`src/design/sms_consts.svh`:
```
// Constants for the switch monitor supervisor: register map, field
// positions, reset values and timing counts.
// Assumes a 50 ns system clock and a 12-bit APB byte address.
`ifndef SMS_CONSTS_SVH
`define SMS_CONSTS_SVH

// Register word indices; byte address is four times the index
`define SMS_IDX_CONFIG   10'h000
`define SMS_IDX_CLEAN    10'h001
`define SMS_IDX_INTSTAT  10'h002
`define SMS_IDX_MISC     10'h003
`define SMS_IDX_SWCFG    10'h004
`define SMS_IDX_CRC      10'h005

// Configuration register fields
`define SMS_CFG_RUN      0
`define SMS_CFG_CRC      1
`define SMS_CFG_SWRST    2
`define SMS_CFG_FLD_LSB  4
`define SMS_CFG_FLD_MSB  7

// Interrupt status bits
`define SMS_INT_POR      0
`define SMS_INT_CHK      1
`define SMS_INT_LOW      2
`define SMS_INT_SWC      3

// Reset values
`define SMS_CFG_FLD_RST  4'h0
`define SMS_CLEAN_RST    8'h00
`define SMS_SWCFG_RST    8'h00
`define SMS_CRC_SEED     8'hff
`define SMS_CRC_POLY     8'h07
`define SMS_SYNC_RST     7'h04 // Chip select bit idles high, so no false edge

// Initialization time and its cycle count (least time, rounded up)
`define SMS_CLK_NS       50
`define SMS_INIT_NS      45000
`define SMS_INIT_CYC     ((`SMS_INIT_NS + `SMS_CLK_NS - 1) / `SMS_CLK_NS)

// Serial frame: address byte in, flag byte then data byte out
`define SMS_SPI_ABITS    8
`define SMS_SPI_BITS     16

`endif

```
`src/design/sms_pkg.sv`:
```
// Types shared by the switch monitor supervisor.
// Assumes nothing beyond a SystemVerilog compiler.
package sms_pkg;

  // Supervisor states
  typedef enum logic [1:0] {
    SMS_OFF,
    SMS_INIT,
    SMS_CHECK,
    SMS_READY
  } sms_state_t;

endpackage : sms_pkg

```
`src/design/sms_supervisor.sv`:
```
// Supervisor of a multi-input switch monitor: power-on init and
// self-check, run/stop lock of configuration, three reset sources,
// low-supply entry and recovery, serial status link, APB registers.
// Assumes supply comparators, reset pin and serial pins are
// asynchronous levels; polling engine and trim loader share clock_i.
//
// Behaviour
// - Hold in reset until supply is good, then load defaults and init.
// - After init pull interrupt low, set power-on bit and serial flag.
// - After trim load run self-check; on error flag it with power-on.
// - Host sets run bit; device then enables wetting current and monitoring.
// - While running only run, CRC, reset bits and clean-current take writes.
// - Clearing run stops wetting and monitoring and unlocks configuration.
// - CRC check stays usable while run bit is set.
// - Logic supply gone stops serial link but keeps registers.
// - Main supply below power-on level clears all and restarts init.
// - Reset pin high holds device in reset, link stopped, registers cleared.
// - Reset pin low again reinitializes, then interrupt and power-on flags.
// - Software reset bit reinitializes with defaults, then power-on flags.
// - Low supply entry stops all current sources and monitoring.
// - Low supply entry sets both low-supply bits, interrupt, other flag.
// - Chip select rise clears interrupt status only if it was read.
// - During low supply the link works and registers are kept.
// - No second entry interrupt while supply stays low.
// - Recovery raises interrupt, sets irq bit and clears level bit.
// - Recovery resumes monitoring and restarts polling from first input.
// - First poll after recovery raises change interrupt, sets baseline.
// - With interrupt pending a reset may take up to 1 ms.
//
// The APB register port and the register offsets were left to the implementer.
`timescale 1ns/10ps
`default_nettype none
`include "sms_consts.svh"

module sms_supervisor
  import sms_pkg::*;
(
  input  wire logic        clock_i,
  input  wire logic        rstn_i,
  // APB slave
  input  wire logic [11:0] paddr_i,
  input  wire logic        psel_i,
  input  wire logic        penable_i,
  input  wire logic        pwrite_i,
  input  wire logic [31:0] pwdata_i,
  output logic      [31:0] prdata_o,
  output logic             pready_o,
  output logic             pslverr_o,
  // Supply comparators, reset pin, logic supply
  input  wire logic        por_ok_i,
  input  wire logic        uv_low_i,
  input  wire logic        reset_pin_i,
  input  wire logic        vdd_ok_i,
  // Serial status link
  input  wire logic        cs_n_i,
  input  wire logic        sclk_i,
  input  wire logic        si_i,
  output logic             so_o,
  output logic             so_oen_o,
  output logic             int_n_o,
  // Trim loader and polling engine
  input  wire logic        trim_check_ok_i,
  input  wire logic        poll_cycle_done_i,
  output logic             wetting_en_o,
  output logic             monitor_en_o,
  output logic             poll_restart_o,
  output logic             baseline_load_o,
  output logic      [7:0]  clean_cfg_o,
  output logic      [7:0]  switch_cfg_o
);

  // Sampled copies of the asynchronous inputs
  logic [6:0]  sync1_q;
  logic [6:0]  sync2_q;
  logic        por_ok_s;
  logic        uv_s;
  logic        rst_pin_s;
  logic        vdd_s;
  logic        cs_n_s;
  logic        sclk_s;
  logic        si_s;
  logic        cs_n_q;
  logic        sclk_q;

  sms_state_t  state_q;
  logic [9:0]  init_cnt_q;

  // Register contents
  logic        run_q;
  logic [3:0]  cfg_fld_q;
  logic [7:0]  clean_cfg_reg_q;
  logic [7:0]  switch_cfg_q;
  logic [7:0]  crc_q;
  logic [3:0]  int_stat_q;
  logic [3:0]  int_stat_d;
  logic        low_supply_level_bit_q;
  logic        uv_prev_q;
  logic        first_poll_q;
  logic        monitor_q;
  logic        poll_restart_q;
  logic        baseline_q;

  // Serial link
  logic [4:0]  bit_cnt_q;
  logic [7:0]  addr_q;
  logic [7:0]  sh_q;
  logic        read_int_q;

  // APB answer
  logic [31:0] prdata_q;
  logic        pslverr_q;

  logic        ready;
  logic        link_on;
  logic        cs_fall;
  logic        cs_rise;
  logic        sclk_fall;
  logic        sclk_rise;
  logic        spi_clear;
  logic        apb_wr;
  logic [9:0]  apb_idx;
  logic        cfg_wr;
  logic        sw_rst_req;
  logic        crc_req;
  logic        uv_entry;
  logic        uv_exit;
  logic [7:0]  flags;
  logic [9:0]  link_idx;
  logic [31:0] link_word;

  // Word index is a valid register
  function automatic logic reg_hit(input logic [9:0] idx);
    reg_hit = (idx == `SMS_IDX_CONFIG) || (idx == `SMS_IDX_CLEAN) ||
              (idx == `SMS_IDX_INTSTAT) || (idx == `SMS_IDX_MISC) ||
              (idx == `SMS_IDX_SWCFG) || (idx == `SMS_IDX_CRC);
  endfunction : reg_hit

  // Read value of a register; shared by APB and the serial link
  function automatic logic [31:0] reg_word(input logic [9:0] idx);
    logic [31:0] w;
    w = 32'h0000_0000;
    if (idx == `SMS_IDX_CONFIG) begin
      w[`SMS_CFG_RUN] = run_q;
      w[`SMS_CFG_FLD_MSB:`SMS_CFG_FLD_LSB] = cfg_fld_q;
    end else if (idx == `SMS_IDX_CLEAN) begin
      w[7:0] = clean_cfg_reg_q;
    end else if (idx == `SMS_IDX_INTSTAT) begin
      w[3:0] = int_stat_q;
    end else if (idx == `SMS_IDX_MISC) begin
      w[0] = low_supply_level_bit_q;
      w[1] = monitor_q;
      w[2] = ready;
    end else if (idx == `SMS_IDX_SWCFG) begin
      w[7:0] = switch_cfg_q;
    end else if (idx == `SMS_IDX_CRC) begin
      w[7:0] = crc_q;
    end
    reg_word = w;
  endfunction : reg_word

  // CRC-8 over the settings, MSB first
  function automatic logic [7:0] crc8(input logic [23:0] d);
    logic [7:0] c;
    c = `SMS_CRC_SEED;
    for (int i = 23; i >= 0; i--) begin
      if (c[7] ^ d[i]) begin
        c = {c[6:0], 1'b0} ^ `SMS_CRC_POLY;
      end else begin
        c = {c[6:0], 1'b0};
      end
    end
    crc8 = c;
  endfunction : crc8

  // Two-flop synchronizers; only sync2_q is read by logic
  always_ff @(posedge clock_i or negedge rstn_i) begin
    if (!rstn_i) begin
      sync1_q <= `SMS_SYNC_RST;
      sync2_q <= `SMS_SYNC_RST;
    end else begin
      sync1_q <= {por_ok_i, uv_low_i, reset_pin_i, vdd_ok_i,
                  cs_n_i, sclk_i, si_i};
      sync2_q <= sync1_q;
    end
  end

  assign por_ok_s  = sync2_q[6];
  assign uv_s      = sync2_q[5];
  assign rst_pin_s = sync2_q[4];
  assign vdd_s     = sync2_q[3];
  assign cs_n_s    = sync2_q[2];
  assign sclk_s    = sync2_q[1];
  assign si_s      = sync2_q[0];

  // Edge history for chip select and serial clock
  always_ff @(posedge clock_i or negedge rstn_i) begin
    if (!rstn_i) begin
      cs_n_q <= 1'b1;
      sclk_q <= 1'b0;
    end else begin
      cs_n_q <= cs_n_s;
      sclk_q <= sclk_s;
    end
  end

  assign ready     = (state_q == SMS_READY);
  assign link_on   = ready && vdd_s;
  assign cs_fall   = cs_n_q && !cs_n_s;
  assign cs_rise   = !cs_n_q && cs_n_s;
  assign sclk_fall = sclk_q && !sclk_s && !cs_n_s;
  assign sclk_rise = !sclk_q && sclk_s && !cs_n_s;

  // APB decode; zero wait states, writes act at the access edge
  assign apb_idx    = paddr_i[11:2];
  assign apb_wr     = psel_i && penable_i && pwrite_i && ready;
  assign cfg_wr     = apb_wr && (apb_idx == `SMS_IDX_CONFIG);
  assign sw_rst_req = cfg_wr && pwdata_i[`SMS_CFG_SWRST];
  assign crc_req    = cfg_wr && pwdata_i[`SMS_CFG_CRC];

  // Supply edges, only seen once the device is up
  assign uv_entry = ready && uv_s && !uv_prev_q;
  assign uv_exit  = ready && !uv_s && uv_prev_q;

  // Interrupt status is cleared by a serial frame that read it
  assign spi_clear = cs_rise && read_int_q && link_on;

  // Index as it stands once the current serial bit is in; feeds the data byte
  assign link_idx = {2'b00, addr_q[6:0], si_s};
  always_comb begin
    link_word = reg_word(link_idx);
  end

  // Supervisor sequence; a supply drop or reset pin overrides all
  always_ff @(posedge clock_i or negedge rstn_i) begin
    if (!rstn_i) begin
      state_q    <= SMS_OFF;
      init_cnt_q <= 10'h000;
    end else if (!por_ok_s || rst_pin_s) begin
      state_q    <= SMS_OFF;
      init_cnt_q <= 10'h000;
    end else begin
      case (state_q)
        SMS_OFF: begin
          state_q    <= SMS_INIT;
          init_cnt_q <= 10'h000;
        end
        SMS_INIT: begin
          init_cnt_q <= init_cnt_q + 10'h001;
          if (init_cnt_q == 10'(`SMS_INIT_CYC - 1)) begin
            state_q <= SMS_CHECK;
          end
        end
        SMS_CHECK: begin
          state_q <= SMS_READY;
        end
        SMS_READY: begin
          if (sw_rst_req) begin
            state_q    <= SMS_INIT;
            init_cnt_q <= 10'h000;
          end
        end
        default: begin
          state_q <= SMS_OFF;
        end
      endcase
    end
  end

  // Configuration; defaults held until ready, field and switch config locked while running
  always_ff @(posedge clock_i or negedge rstn_i) begin
    if (!rstn_i) begin
      run_q           <= 1'b0;
      cfg_fld_q       <= `SMS_CFG_FLD_RST;
      clean_cfg_reg_q <= `SMS_CLEAN_RST;
      switch_cfg_q    <= `SMS_SWCFG_RST;
    end else if (!ready || sw_rst_req) begin
      run_q           <= 1'b0;
      cfg_fld_q       <= `SMS_CFG_FLD_RST;
      clean_cfg_reg_q <= `SMS_CLEAN_RST;
      switch_cfg_q    <= `SMS_SWCFG_RST;
    end else if (apb_wr) begin
      if (apb_idx == `SMS_IDX_CONFIG) begin
        run_q <= pwdata_i[`SMS_CFG_RUN];
        if (!run_q) begin
          cfg_fld_q <= pwdata_i[`SMS_CFG_FLD_MSB:`SMS_CFG_FLD_LSB];
        end
      end else if (apb_idx == `SMS_IDX_CLEAN) begin
        clean_cfg_reg_q <= pwdata_i[7:0];
      end else if (apb_idx == `SMS_IDX_SWCFG) begin
        if (!run_q) begin
          switch_cfg_q <= pwdata_i[7:0];
        end
      end
    end
  end

  // Settings check, open whatever the run bit
  always_ff @(posedge clock_i or negedge rstn_i) begin
    if (!rstn_i) begin
      crc_q <= 8'h00;
    end else if (!ready) begin
      crc_q <= 8'h00;
    end else if (crc_req) begin
      crc_q <= crc8({8'h00, switch_cfg_q, cfg_fld_q, 4'h0} ^
                    {16'h0000, clean_cfg_reg_q});
    end
  end

  // Interrupt status next value; a set in the clearing cycle wins
  always_comb begin
    int_stat_d = int_stat_q;
    if (state_q == SMS_OFF || state_q == SMS_INIT) begin
      int_stat_d = 4'h0;
    end else if (state_q == SMS_CHECK) begin
      int_stat_d[`SMS_INT_POR] = 1'b1;
      int_stat_d[`SMS_INT_CHK] = !trim_check_ok_i;
    end else begin
      if (spi_clear) begin
        int_stat_d = 4'h0;
      end
      if (uv_entry || uv_exit) begin
        int_stat_d[`SMS_INT_LOW] = 1'b1;
      end
      if (first_poll_q && poll_cycle_done_i) begin
        int_stat_d[`SMS_INT_SWC] = 1'b1;
      end
    end
  end

  // Interrupt status register
  always_ff @(posedge clock_i or negedge rstn_i) begin
    if (!rstn_i) begin
      int_stat_q <= 4'h0;
    end else begin
      int_stat_q <= int_stat_d;
    end
  end

  // Low-supply level tracking; other registers are left alone
  always_ff @(posedge clock_i or negedge rstn_i) begin
    if (!rstn_i) begin
      uv_prev_q              <= 1'b0;
      low_supply_level_bit_q <= 1'b0;
    end else if (!ready) begin
      uv_prev_q              <= 1'b0;
      low_supply_level_bit_q <= 1'b0;
    end else begin
      uv_prev_q              <= uv_s;
      low_supply_level_bit_q <= uv_s;
    end
  end

  // Wetting and monitoring; stopped by low supply or run cleared
  always_ff @(posedge clock_i or negedge rstn_i) begin
    if (!rstn_i) begin
      monitor_q <= 1'b0;
    end else begin
      monitor_q <= ready && run_q && !sw_rst_req && !uv_s;
    end
  end

  // Recovery: restart polling, then first full cycle sets baseline
  always_ff @(posedge clock_i or negedge rstn_i) begin
    if (!rstn_i) begin
      poll_restart_q <= 1'b0;
      first_poll_q   <= 1'b0;
      baseline_q     <= 1'b0;
    end else begin
      poll_restart_q <= uv_exit;
      baseline_q     <= first_poll_q && poll_cycle_done_i;
      if (!ready || uv_s) begin
        first_poll_q <= 1'b0;
      end else if (uv_exit) begin
        first_poll_q <= 1'b1;
      end else if (poll_cycle_done_i) begin
        first_poll_q <= 1'b0;
      end
    end
  end

  // Flag byte sent first in every frame
  assign flags = {int_stat_q[`SMS_INT_POR],
                  low_supply_level_bit_q || int_stat_q[`SMS_INT_LOW],
                  int_stat_q[`SMS_INT_SWC],
                  int_stat_q[`SMS_INT_CHK],
                  4'h0};

  // Serial link: sample on falling clock, shift out on rising
  always_ff @(posedge clock_i or negedge rstn_i) begin
    if (!rstn_i) begin
      bit_cnt_q  <= 5'h00;
      addr_q     <= 8'h00;
      sh_q       <= 8'h00;
      read_int_q <= 1'b0;
    end else if (!link_on) begin
      bit_cnt_q  <= 5'h00;
      read_int_q <= 1'b0;
    end else if (cs_fall) begin
      bit_cnt_q  <= 5'h00;
      addr_q     <= 8'h00;
      sh_q       <= flags;
      read_int_q <= 1'b0;
    end else if (sclk_fall && bit_cnt_q < 5'(`SMS_SPI_BITS)) begin
      bit_cnt_q <= bit_cnt_q + 5'h01;
      if (bit_cnt_q < 5'(`SMS_SPI_ABITS)) begin
        addr_q <= {addr_q[6:0], si_s};
      end
      // Data byte loaded as the index completes, so it leads the next rise
      if (bit_cnt_q == 5'(`SMS_SPI_ABITS - 1)) begin
        sh_q <= link_word[7:0];
      end
      if (bit_cnt_q == 5'(`SMS_SPI_BITS - 1) &&
          {2'b00, addr_q} == `SMS_IDX_INTSTAT) begin
        read_int_q <= 1'b1;
      end
    end else if (sclk_rise) begin
      sh_q <= {sh_q[6:0], 1'b0};
    end
  end

  // APB read data and error captured in the setup phase
  always_ff @(posedge clock_i or negedge rstn_i) begin
    if (!rstn_i) begin
      prdata_q  <= 32'h0000_0000;
      pslverr_q <= 1'b0;
    end else if (psel_i && !penable_i) begin
      prdata_q  <= reg_hit(apb_idx) ? reg_word(apb_idx) : 32'h0000_0000;
      pslverr_q <= !reg_hit(apb_idx);
    end
  end

  assign prdata_o        = prdata_q;
  assign pready_o        = 1'b1;
  assign pslverr_o       = pslverr_q && psel_i && penable_i;
  // Interrupt low while any status bit stands
  assign int_n_o         = !(|int_stat_q);
  assign so_o            = sh_q[7];
  assign so_oen_o        = !(link_on && !cs_n_s);
  assign wetting_en_o    = monitor_q;
  assign monitor_en_o    = monitor_q;
  assign poll_restart_o  = poll_restart_q;
  assign baseline_load_o = baseline_q;
  assign clean_cfg_o     = clean_cfg_reg_q;
  assign switch_cfg_o    = switch_cfg_q;

endmodule : sms_supervisor
`default_nettype wire

```
`config.mk`:
```
export PLATFORM = sky130hd
export DESIGN_NAME = sms_supervisor
export DESIGN_NICKNAME = d
export VERILOG_FILES = /design/src/design/sms_pkg.sv /design/src/design/sms_supervisor.sv
export VERILOG_INCLUDE_DIRS = /design/src /design/src/design
export SDC_FILE = /design/constraint.sdc
export NUM_CORES = 1
export LEC_CHECK = 0
export CAP_MARGIN = 20
export CORE_MARGIN = 10
export CORE_UTILIZATION = 69
export CTS_CLUSTER_SIZE = 24
export DETAILED_ROUTE_END_ITERATION = 10
export DONT_BUFFER_PORTS = 1
export GPL_TIMING_DRIVEN = 0
export HOLD_SLACK_MARGIN = 0.08
export PLACE_DENSITY = 0.85
export SLEW_MARGIN = 20
export SYNTH_ARGS = -nofsm -noshare
export SYNTH_HDL_FRONTEND = slang
export SYNTH_SLANG_ARGS = --single-unit
```
`constraint.sdc`:
```
create_clock -name clock_i -period 3.3 [get_ports clock_i]
set_clock_uncertainty 0.05 [all_clocks]
set_input_delay 0.165 -clock clock_i [delete_from_list [all_inputs] [get_ports clock_i]]
set_output_delay 0.165 -clock clock_i [all_outputs]
set_load 0.02 [all_outputs]
```
==> run_results.csv, run 1 <==
group,metric,value,unit
status,status,"finished, final reports clean",
power,internal_power,1660,uW
logic_synthesis,ys.warnings.count,0,
power,seqPwrFrac,55.1,%
placement,dp_cells,668,
timing,slew_viol_final,0,
min_path,hold_class,"in2reg",
power,sw_frac_of_total,24.9,%
detailed_routing,wl_per_cell,19.8,um
setup_path,start_kind,"register",
clock_tree,cts_buffer_depth,2,
clock_tree,htreeDepth,3,
job,cap_violations,0,
detailed_routing,ant_nets,0,
grt,track_usage,23.9,%
floorplan,core_area,7770,sq um
grt,grt_pass1_vias,4299,
logic_synthesis,syn_area_per_cell,10.2,sq um
logic_synthesis,yosysSeqAreaShare,44.1,%
setup_path,startpoint,"switch_cfg_o[4]$_DFFE_PN0P_",
logic_synthesis,netlist_area,5520,sq um
logic_synthesis,syn_inst,543,
timing,setup_tns,0,ns
timing,period_needed,2.26,ns
final_layout,drive_gt1_share,13.2,%
clock_tree,cts-root-buf,"clkbuf_8",
logic_synthesis,synth_ff_type,"dfrtp_1",
detailed_routing,drc,0,
timing,slew_headroom,27.4,%
setup_path,critPathKind,"reg2reg",
timing,hold_viol,0,
setup_path,worstReg2RegStart,"switch_cfg_o[4]$_DFFE_PN0P_",
final_layout,fin_cells,706,
clock_tree,numClockSinks,97,
clock_tree,clk_latency,0.36,ns
placement,gp_congestion,0.891,
floorplan,rows,32,
setup_path,critPathArrivalTime,2.46,ns
timing,fmax,0.443,GHz
setup_path,required,3.51,ns
floorplan,die_x,109,um
setup_path,r2r_cells,5,
grt,grt.overflow.total,0,
power,switchingPower,548,uW
timing,setup_viol,0,
clock_tree,clk_pin_slew,0.09,ns
placement,dp_hpwl,10.1,mm
detailed_routing,routed_wl,14.0,mm
logic_synthesis,synth_edf_count,0,
logic_synthesis,synth_seq_cells,97,
final_layout,fillCellCount,499,
clock_tree,cts-buffers-inserted,9,
detailed_routing,drtIter0Drc,292,
placement,io_buffers,0,
setup_path,crit_end,"crc_q[2]$_DFFE_PN0P_",
floorplan,start_util,71.0,%
power,pwr-share-clk,35.3,%
grt,grt_pass1_wl,22.6,mm
detailed_routing,vias,4359,
setup_path,reg2reg_slack,1.04,ns
floorplan,ioPinCount,115,
setup_path,r2r_end,"crc_q[2]$_DFFE_PN0P_",
clock_tree,cts_resized,0,
power,ir_drop,0.000285,V
timing,grt_setup_unrepaired,"no",
logic_synthesis,synth_cell_types,68,
grt,antenna_found_initial,0,
floorplan,fp.dieH,109,um
setup_path,cp_max_fo,6,
final_layout,nets,665,
grt,grt_max_degree,98,
final_layout,syn_to_final_growth,11.8,%
floorplan,dieArea,12000,sq um
setup_path,crit_path_end_kind,"register",
power,p_leak,0.00281,uW
detailed_routing,via_per_inst,6.17,
power,power.density,358,nW/um^2
timing,fin_crit_sh,68.4,%
logic_synthesis,async_flop_share,100,%
detailed_routing,firstDrtPassIters,5,
timing,worst_pin_slew,1.08,ns
final_layout,antenna_cells,0,
power,pwr-share-comb,9.5,%
clock_tree,cts_tree,"done",
[layer usage]
| layer | vias up | share of wire (%) | global-route usage (%) |
|---|---|---|---|
| met5 | - | 0 | 0 |
| met4 | 0 | 1.7 | 8.18 |
| met3 | 26 | 8.6 | 5.73 |
| met2 | 213 | 51 | 40.0 |
| met1 | 2128 | 38 | 29.8 |
| li1 | 1992 | - | - |
[state kept, by name, summed over array words and instances, names as in the netlist, 5 cells and up]
register and cells:
addr_q 8, bit_cnt_q 5, clean_cfg_o 8, crc_q 8
init_cnt_q 10, prdata_o 8, sh_q 8, switch_cfg_o 8
sync1_q 7, sync2_q 7
[cells in the mapped netlist (5+ instances only)]
cell	count	share of area, %
xnor3_1	5	2.0
inv_1	10	0.68
dfrtp_1	94	43
buf_1	7	0.48
mux2i_1	32	5.8
clkbuf_1	10	0.68
nand3_1	21	1.9
ha_1	8	1.8
buf_4	26	3.5
and2_1	6	0.68
o31ai_1	6	0.82
nor2b_1	8	0.91
nand2_1	57	3.9
nor2_1	45	3.1
o21ai_0	25	2.3
nand2b_1	7	0.79
a22o_1	13	2.1
xor2_1	11	1.7
xnor2_1	13	2.1
a21o_1	6	0.82
a21boi_0	5	0.68
nand4_1	5	0.57
a21oi_1	16	1.5
nor3_1	9	0.82
nor3b_1	5	0.68
[worst min path at each step]
stage,start,to,slack [ns],cells after the start
floorplan,rstn_i,addr_q[0]$_DFFE_PN0P_,-0.18,0
global placement,rstn_i,addr_q[5]$_DFFE_PN0P_,-0.18,0
detailed placement,rstn_i,addr_q[7]$_DFFE_PN0P_,-0.18,0
CTS,paddr_i[3],prdata_o[3]$_DFFE_PN0P_,0.13,3
global route,paddr_i[3],prdata_o[3]$_DFFE_PN0P_,0.15,3
finish,pwdata_i[2],clean_cfg_o[2]$_DFFE_PN0P_,0.14,3
[power groups by stage]
stage | combinational (uW) | clock, uW | sequential (uW)
final | 210 | 779 | 1220
after global placement | 151 | 0 | 1240
after global routing | 230 | 847 | 1220
after CTS | 206 | 789 | 1220
after floorplan | 133 | 0 | 1240
after detailed placement | 155 | 0 | 1240
[layout by cell type, fill, tap and decap left out, drive strengths merged, types with 10 or more instances in the layout]
master and instances:
a21oi 17, nand2 57, xor2 12, clkbuf 24
dfrtp 94, nor3 10, inv 10, conb 25
mux2i 32, buf 38, dlygate4sd3 21, o21ai 25
a22o 13, xnor2 15, nor2 45, nand3 21
[final cells by class]
cell class	count	area [sq um]	area share, %
clock buffers	12	145	2.35
plain buffers	49	289	4.69
clock inverters	4	53.8	0.872
repair buffers	22	238	3.85
multi-input cells	410	2850	46.1
flip-flops and latches	97	2430	39.4
well taps	102	128	2.07
inverters	10	37.5	0.609
[metrics by stage]
stage	cell area [sq um]	power, uW	utilization, %	worst slack (ns)	hold WS (ns)
floorplan	5600	1370	-	1.27	-0.181
detailed placement	5730	1390	73.8	1.12	-0.178
global route	6170	2290	79.4	0.930	0.150
CTS	6170	2210	79.4	1.06	0.126
global placement	5730	1390	73.8	1.14	-0.176
finish	6170	2200	79.4	1.04	0.139
[critical path, cell delays in order (launching register included)]
cell and delay, ns:
dfrtp_1 0.61, xnor3_2 0.54, xnor3_2 0.45, xnor2_2 0.17, xnor2_1 0.15, a21o_1 0.18
[logic make-up after synthesis]
| logic type | synth area share [%] |
|---|---|
| AOI/OAI and AO/OA | 14.1 |
| xor gates and xnor gates | 7.60 |
| adders and majority gates | 1.81 |
| buffers and inverters | 5.92 |
| DFF | 44.1 |
| muxes | 8.32 |
| other | 0.136 |
| and+or+nand+nor | 18.1 |
[repair_timing]
action	in CTS	in global routing
endpoints found under the hold margin	132	0
setup buffers	0	0
hold buffers	22	0
(Power assumes the default switching activity.)
==> run 2: changes to the inputs <==
- CORE_UTILIZATION: 69 -> 64
- PLACE_DENSITY: 0.85 -> 0.8
- clock period: 3.3 -> 2.3 ns (I/O delays scaled with it)
==> run_results.csv, run 2 (synthesis gave the netlist of run 1 again) <==
group,metric,value,unit
status,violations,"negative hold slack",
detailed_routing,vias,4314,
power,internal_power,2460,uW
final_layout,top_register,"init_cnt_q",
detailed_routing,ant_nets,0,
floorplan,die_x,113,um
grt,grt_pass1_wl,22.7,mm
timing,slew_viol_final,0,
clock_tree,cts-root-buf,"clkbuf_8",
final_layout,syn_to_final_growth,12.0,%
final_layout,final_common_cell,"dfrtp_1",
placement,gp_congestion,0.883,
floorplan,start_util,66.5,%
setup_path,cpMostUsedCell,"xnor3_2",
clock_tree,postCtsSetupBuffers,0,
setup_path,required,2.50,ns
floorplan,ioPinCount,115,
min_path,hold_class,"in2async",
power,switchingPower,786,uW
timing,fmax,0.463,GHz
final_layout,final_cell_mix,"dfrtp_1 (93), nand2_1 (57), nor2_1 (44)",
clock_tree,clk_pin_slew,0.10,ns
setup_path,slowest_stage,"dfrtp_1",
placement,pre_cts_ws,0.104,ns
clock_tree,cts_buffer_depth,2,
floorplan,core_area,8300,sq um
timing,hold_viol,97,
power,p_leak,0.00282,uW
final_layout,nets,665,
clock_tree,numClockSinks,97,
clock_tree,cts_hold_buf,22,
setup_path,critPathKind,"reg2reg",
power,ir_drop,0.000373,V
power,sw_frac_of_total,24.2,%
grt,grt_pass1_vias,4353,
final_layout,antenna_cells,0,
timing,slew_headroom,26.1,%
timing,setup_slack,0.138,ns
detailed_routing,wl_per_cell,19.7,um
clock_tree,clk_latency,0.36,ns
power,power.density,525,nW/um^2
detailed_routing,drc,0,
power,pwr-share-clk,37.9,%
detailed_routing,routed_wl,14.0,mm
grt,grt.overflow.total,0,
setup_path,path_cells,"xnor3_2, xnor3_2, xnor2_2, xnor2_1, a21o_1",
placement,io_buffers,0,
detailed_routing,drtIter0Drc,323,
clock_tree,htreeDepth,3,
placement,dp_hpwl,10.2,mm
final_layout,fillCellCount,604,
setup_path,critPathArrivalTime,2.37,ns
clock_tree,cts-buffers-inserted,9,
final_layout,largest_reg_flops,10,
setup_path,cp_max_fo,5,
timing,setup_viol,0,
job,cap_violations,0,
timing,hold_ws,-0.619,ns
timing,fin_crit_sh,94.0,%
power,pwr-share-comb,8.3,%
timing,period_needed,2.16,ns
setup_path,start_kind,"register",
timing,grt_setup_unrepaired,"no",
timing,worst_pin_slew,1.10,ns
final_layout,fin_cells,709,
grt,grt_max_degree,98,
floorplan,fp.dieH,113,um
placement,dp_cells,671,
setup_path,critPathMaxStageDelay,0.58,ns
detailed_routing,via_per_inst,6.08,
status,status,"finished with violations",
setup_path,crit_path_end_kind,"register",
floorplan,rows,33,
floorplan,dieArea,12700,sq um
timing,setup_tns,0,ns
grt,track_usage,21.7,%
power,total_power,3240,uW
final_layout,register_area,2430,sq um
detailed_routing,firstDrtPassIters,6,
grt,antenna_found_initial,0,
final_layout,multi_input_area,2850,sq um
final_layout,drive_gt1_share,13.9,%
power,seqPwrFrac,53.8,%
clock_tree,cts_tree,"done",
==> run 2: changes by cell type in the layout (fill, tap and decap cells not counted), sizes merged <==
cell | before | now
buf | 38 | 36
bufinv | 1 | 2
clkbuf | 24 | 23
clkinv | 1 | 2
clkinvlp | 2 | 1
dlygate4sd3 | 21 | 22
inv | 10 | 11
==> run 2: cell type report <==
class | instances | share of cell area (%)
Multi-Input combinational cell | 410 | 46.1
Sequential cell | 97 | 39.4
Buffer | 49 | 4.72
Timing Repair Buffer | 22 | 3.56
Tap cell | 105 | 2.13
Clock buffer | 10 | 2.07
Clock inverter | 6 | 1.46
Inverter | 10 | 0.608
==> run 2: critical path, delay by kind of cell (launching register included) <==
family / cells / cell delay, ns
xor+xnor: 4 / 1.22
flops: 1 / 0.58
compound gates: 1 / 0.20
==> run 2: stage by stage <==
| stage | util, % | area [sq um] | hold slack, ns |
|---|---|---|---|
| floorplan | - | 5600 | -0.231 |
| global placement | 69.1 | 5730 | -0.226 |
| detailed placement | 69.1 | 5730 | -0.227 |
| CTS | 74.4 | 6170 | -0.627 |
| global route | 74.4 | 6180 | -0.645 |
| finish | 74.4 | 6180 | -0.619 |
==> run 2: repair_timing <==
action / in CTS / in global routing
resized for setup: 0 / 5
endpoints found under the setup margin: 0 / 8
hold endpoints to repair: 135 / 97
==> run 2: worst paths after layout <==
kind                                         endpoint  slack (ns)                       start  cells after the start
worst min-delay path            addr_q[5]$_DFFE_PN0P_       -0.62                      rstn_i                      0
worst max register to register   crc_q[2]$_DFFE_PN0P_        0.14  clean_cfg_o[6]$_DFFE_PN0P_                      5
min in group clock_i                run_q$_DFFE_PN0P_        0.13                 paddr_i[10]                      4
worst min register to register   sync2_q[0]$_DFF_PN0_        0.31        sync1_q[0]$_DFF_PN0_                      0
worst max-delay path             crc_q[2]$_DFFE_PN0P_        0.14  clean_cfg_o[6]$_DFFE_PN0P_                      5
max in group asynchronous        sync1_q[2]$_DFF_PN1_        2.59                      rstn_i                      0
==> run 2: routing by layer <==
layer,up-vias,track usage [%],share of wire [%],wire (um)
li1,1997,-,-,-
met1,2127,26.7,41,5710
met2,169,35.7,49,6890
met3,21,6.60,8.4,1180
met4,0,7.11,1.5,203
met5,-,0,0,0
==> run 2: power by group through the flow <==
stage / Sequential, uW / Combinational, uW / Clock [uW]
floorplan: 1770 / 191 / 0
global placement: 1780 / 217 / 0
detailed placement: 1780 / 223 / 0
CTS: 1740 / 260 / 1240
global route: 1750 / 290 / 1310
finish: 1740 / 268 / 1230
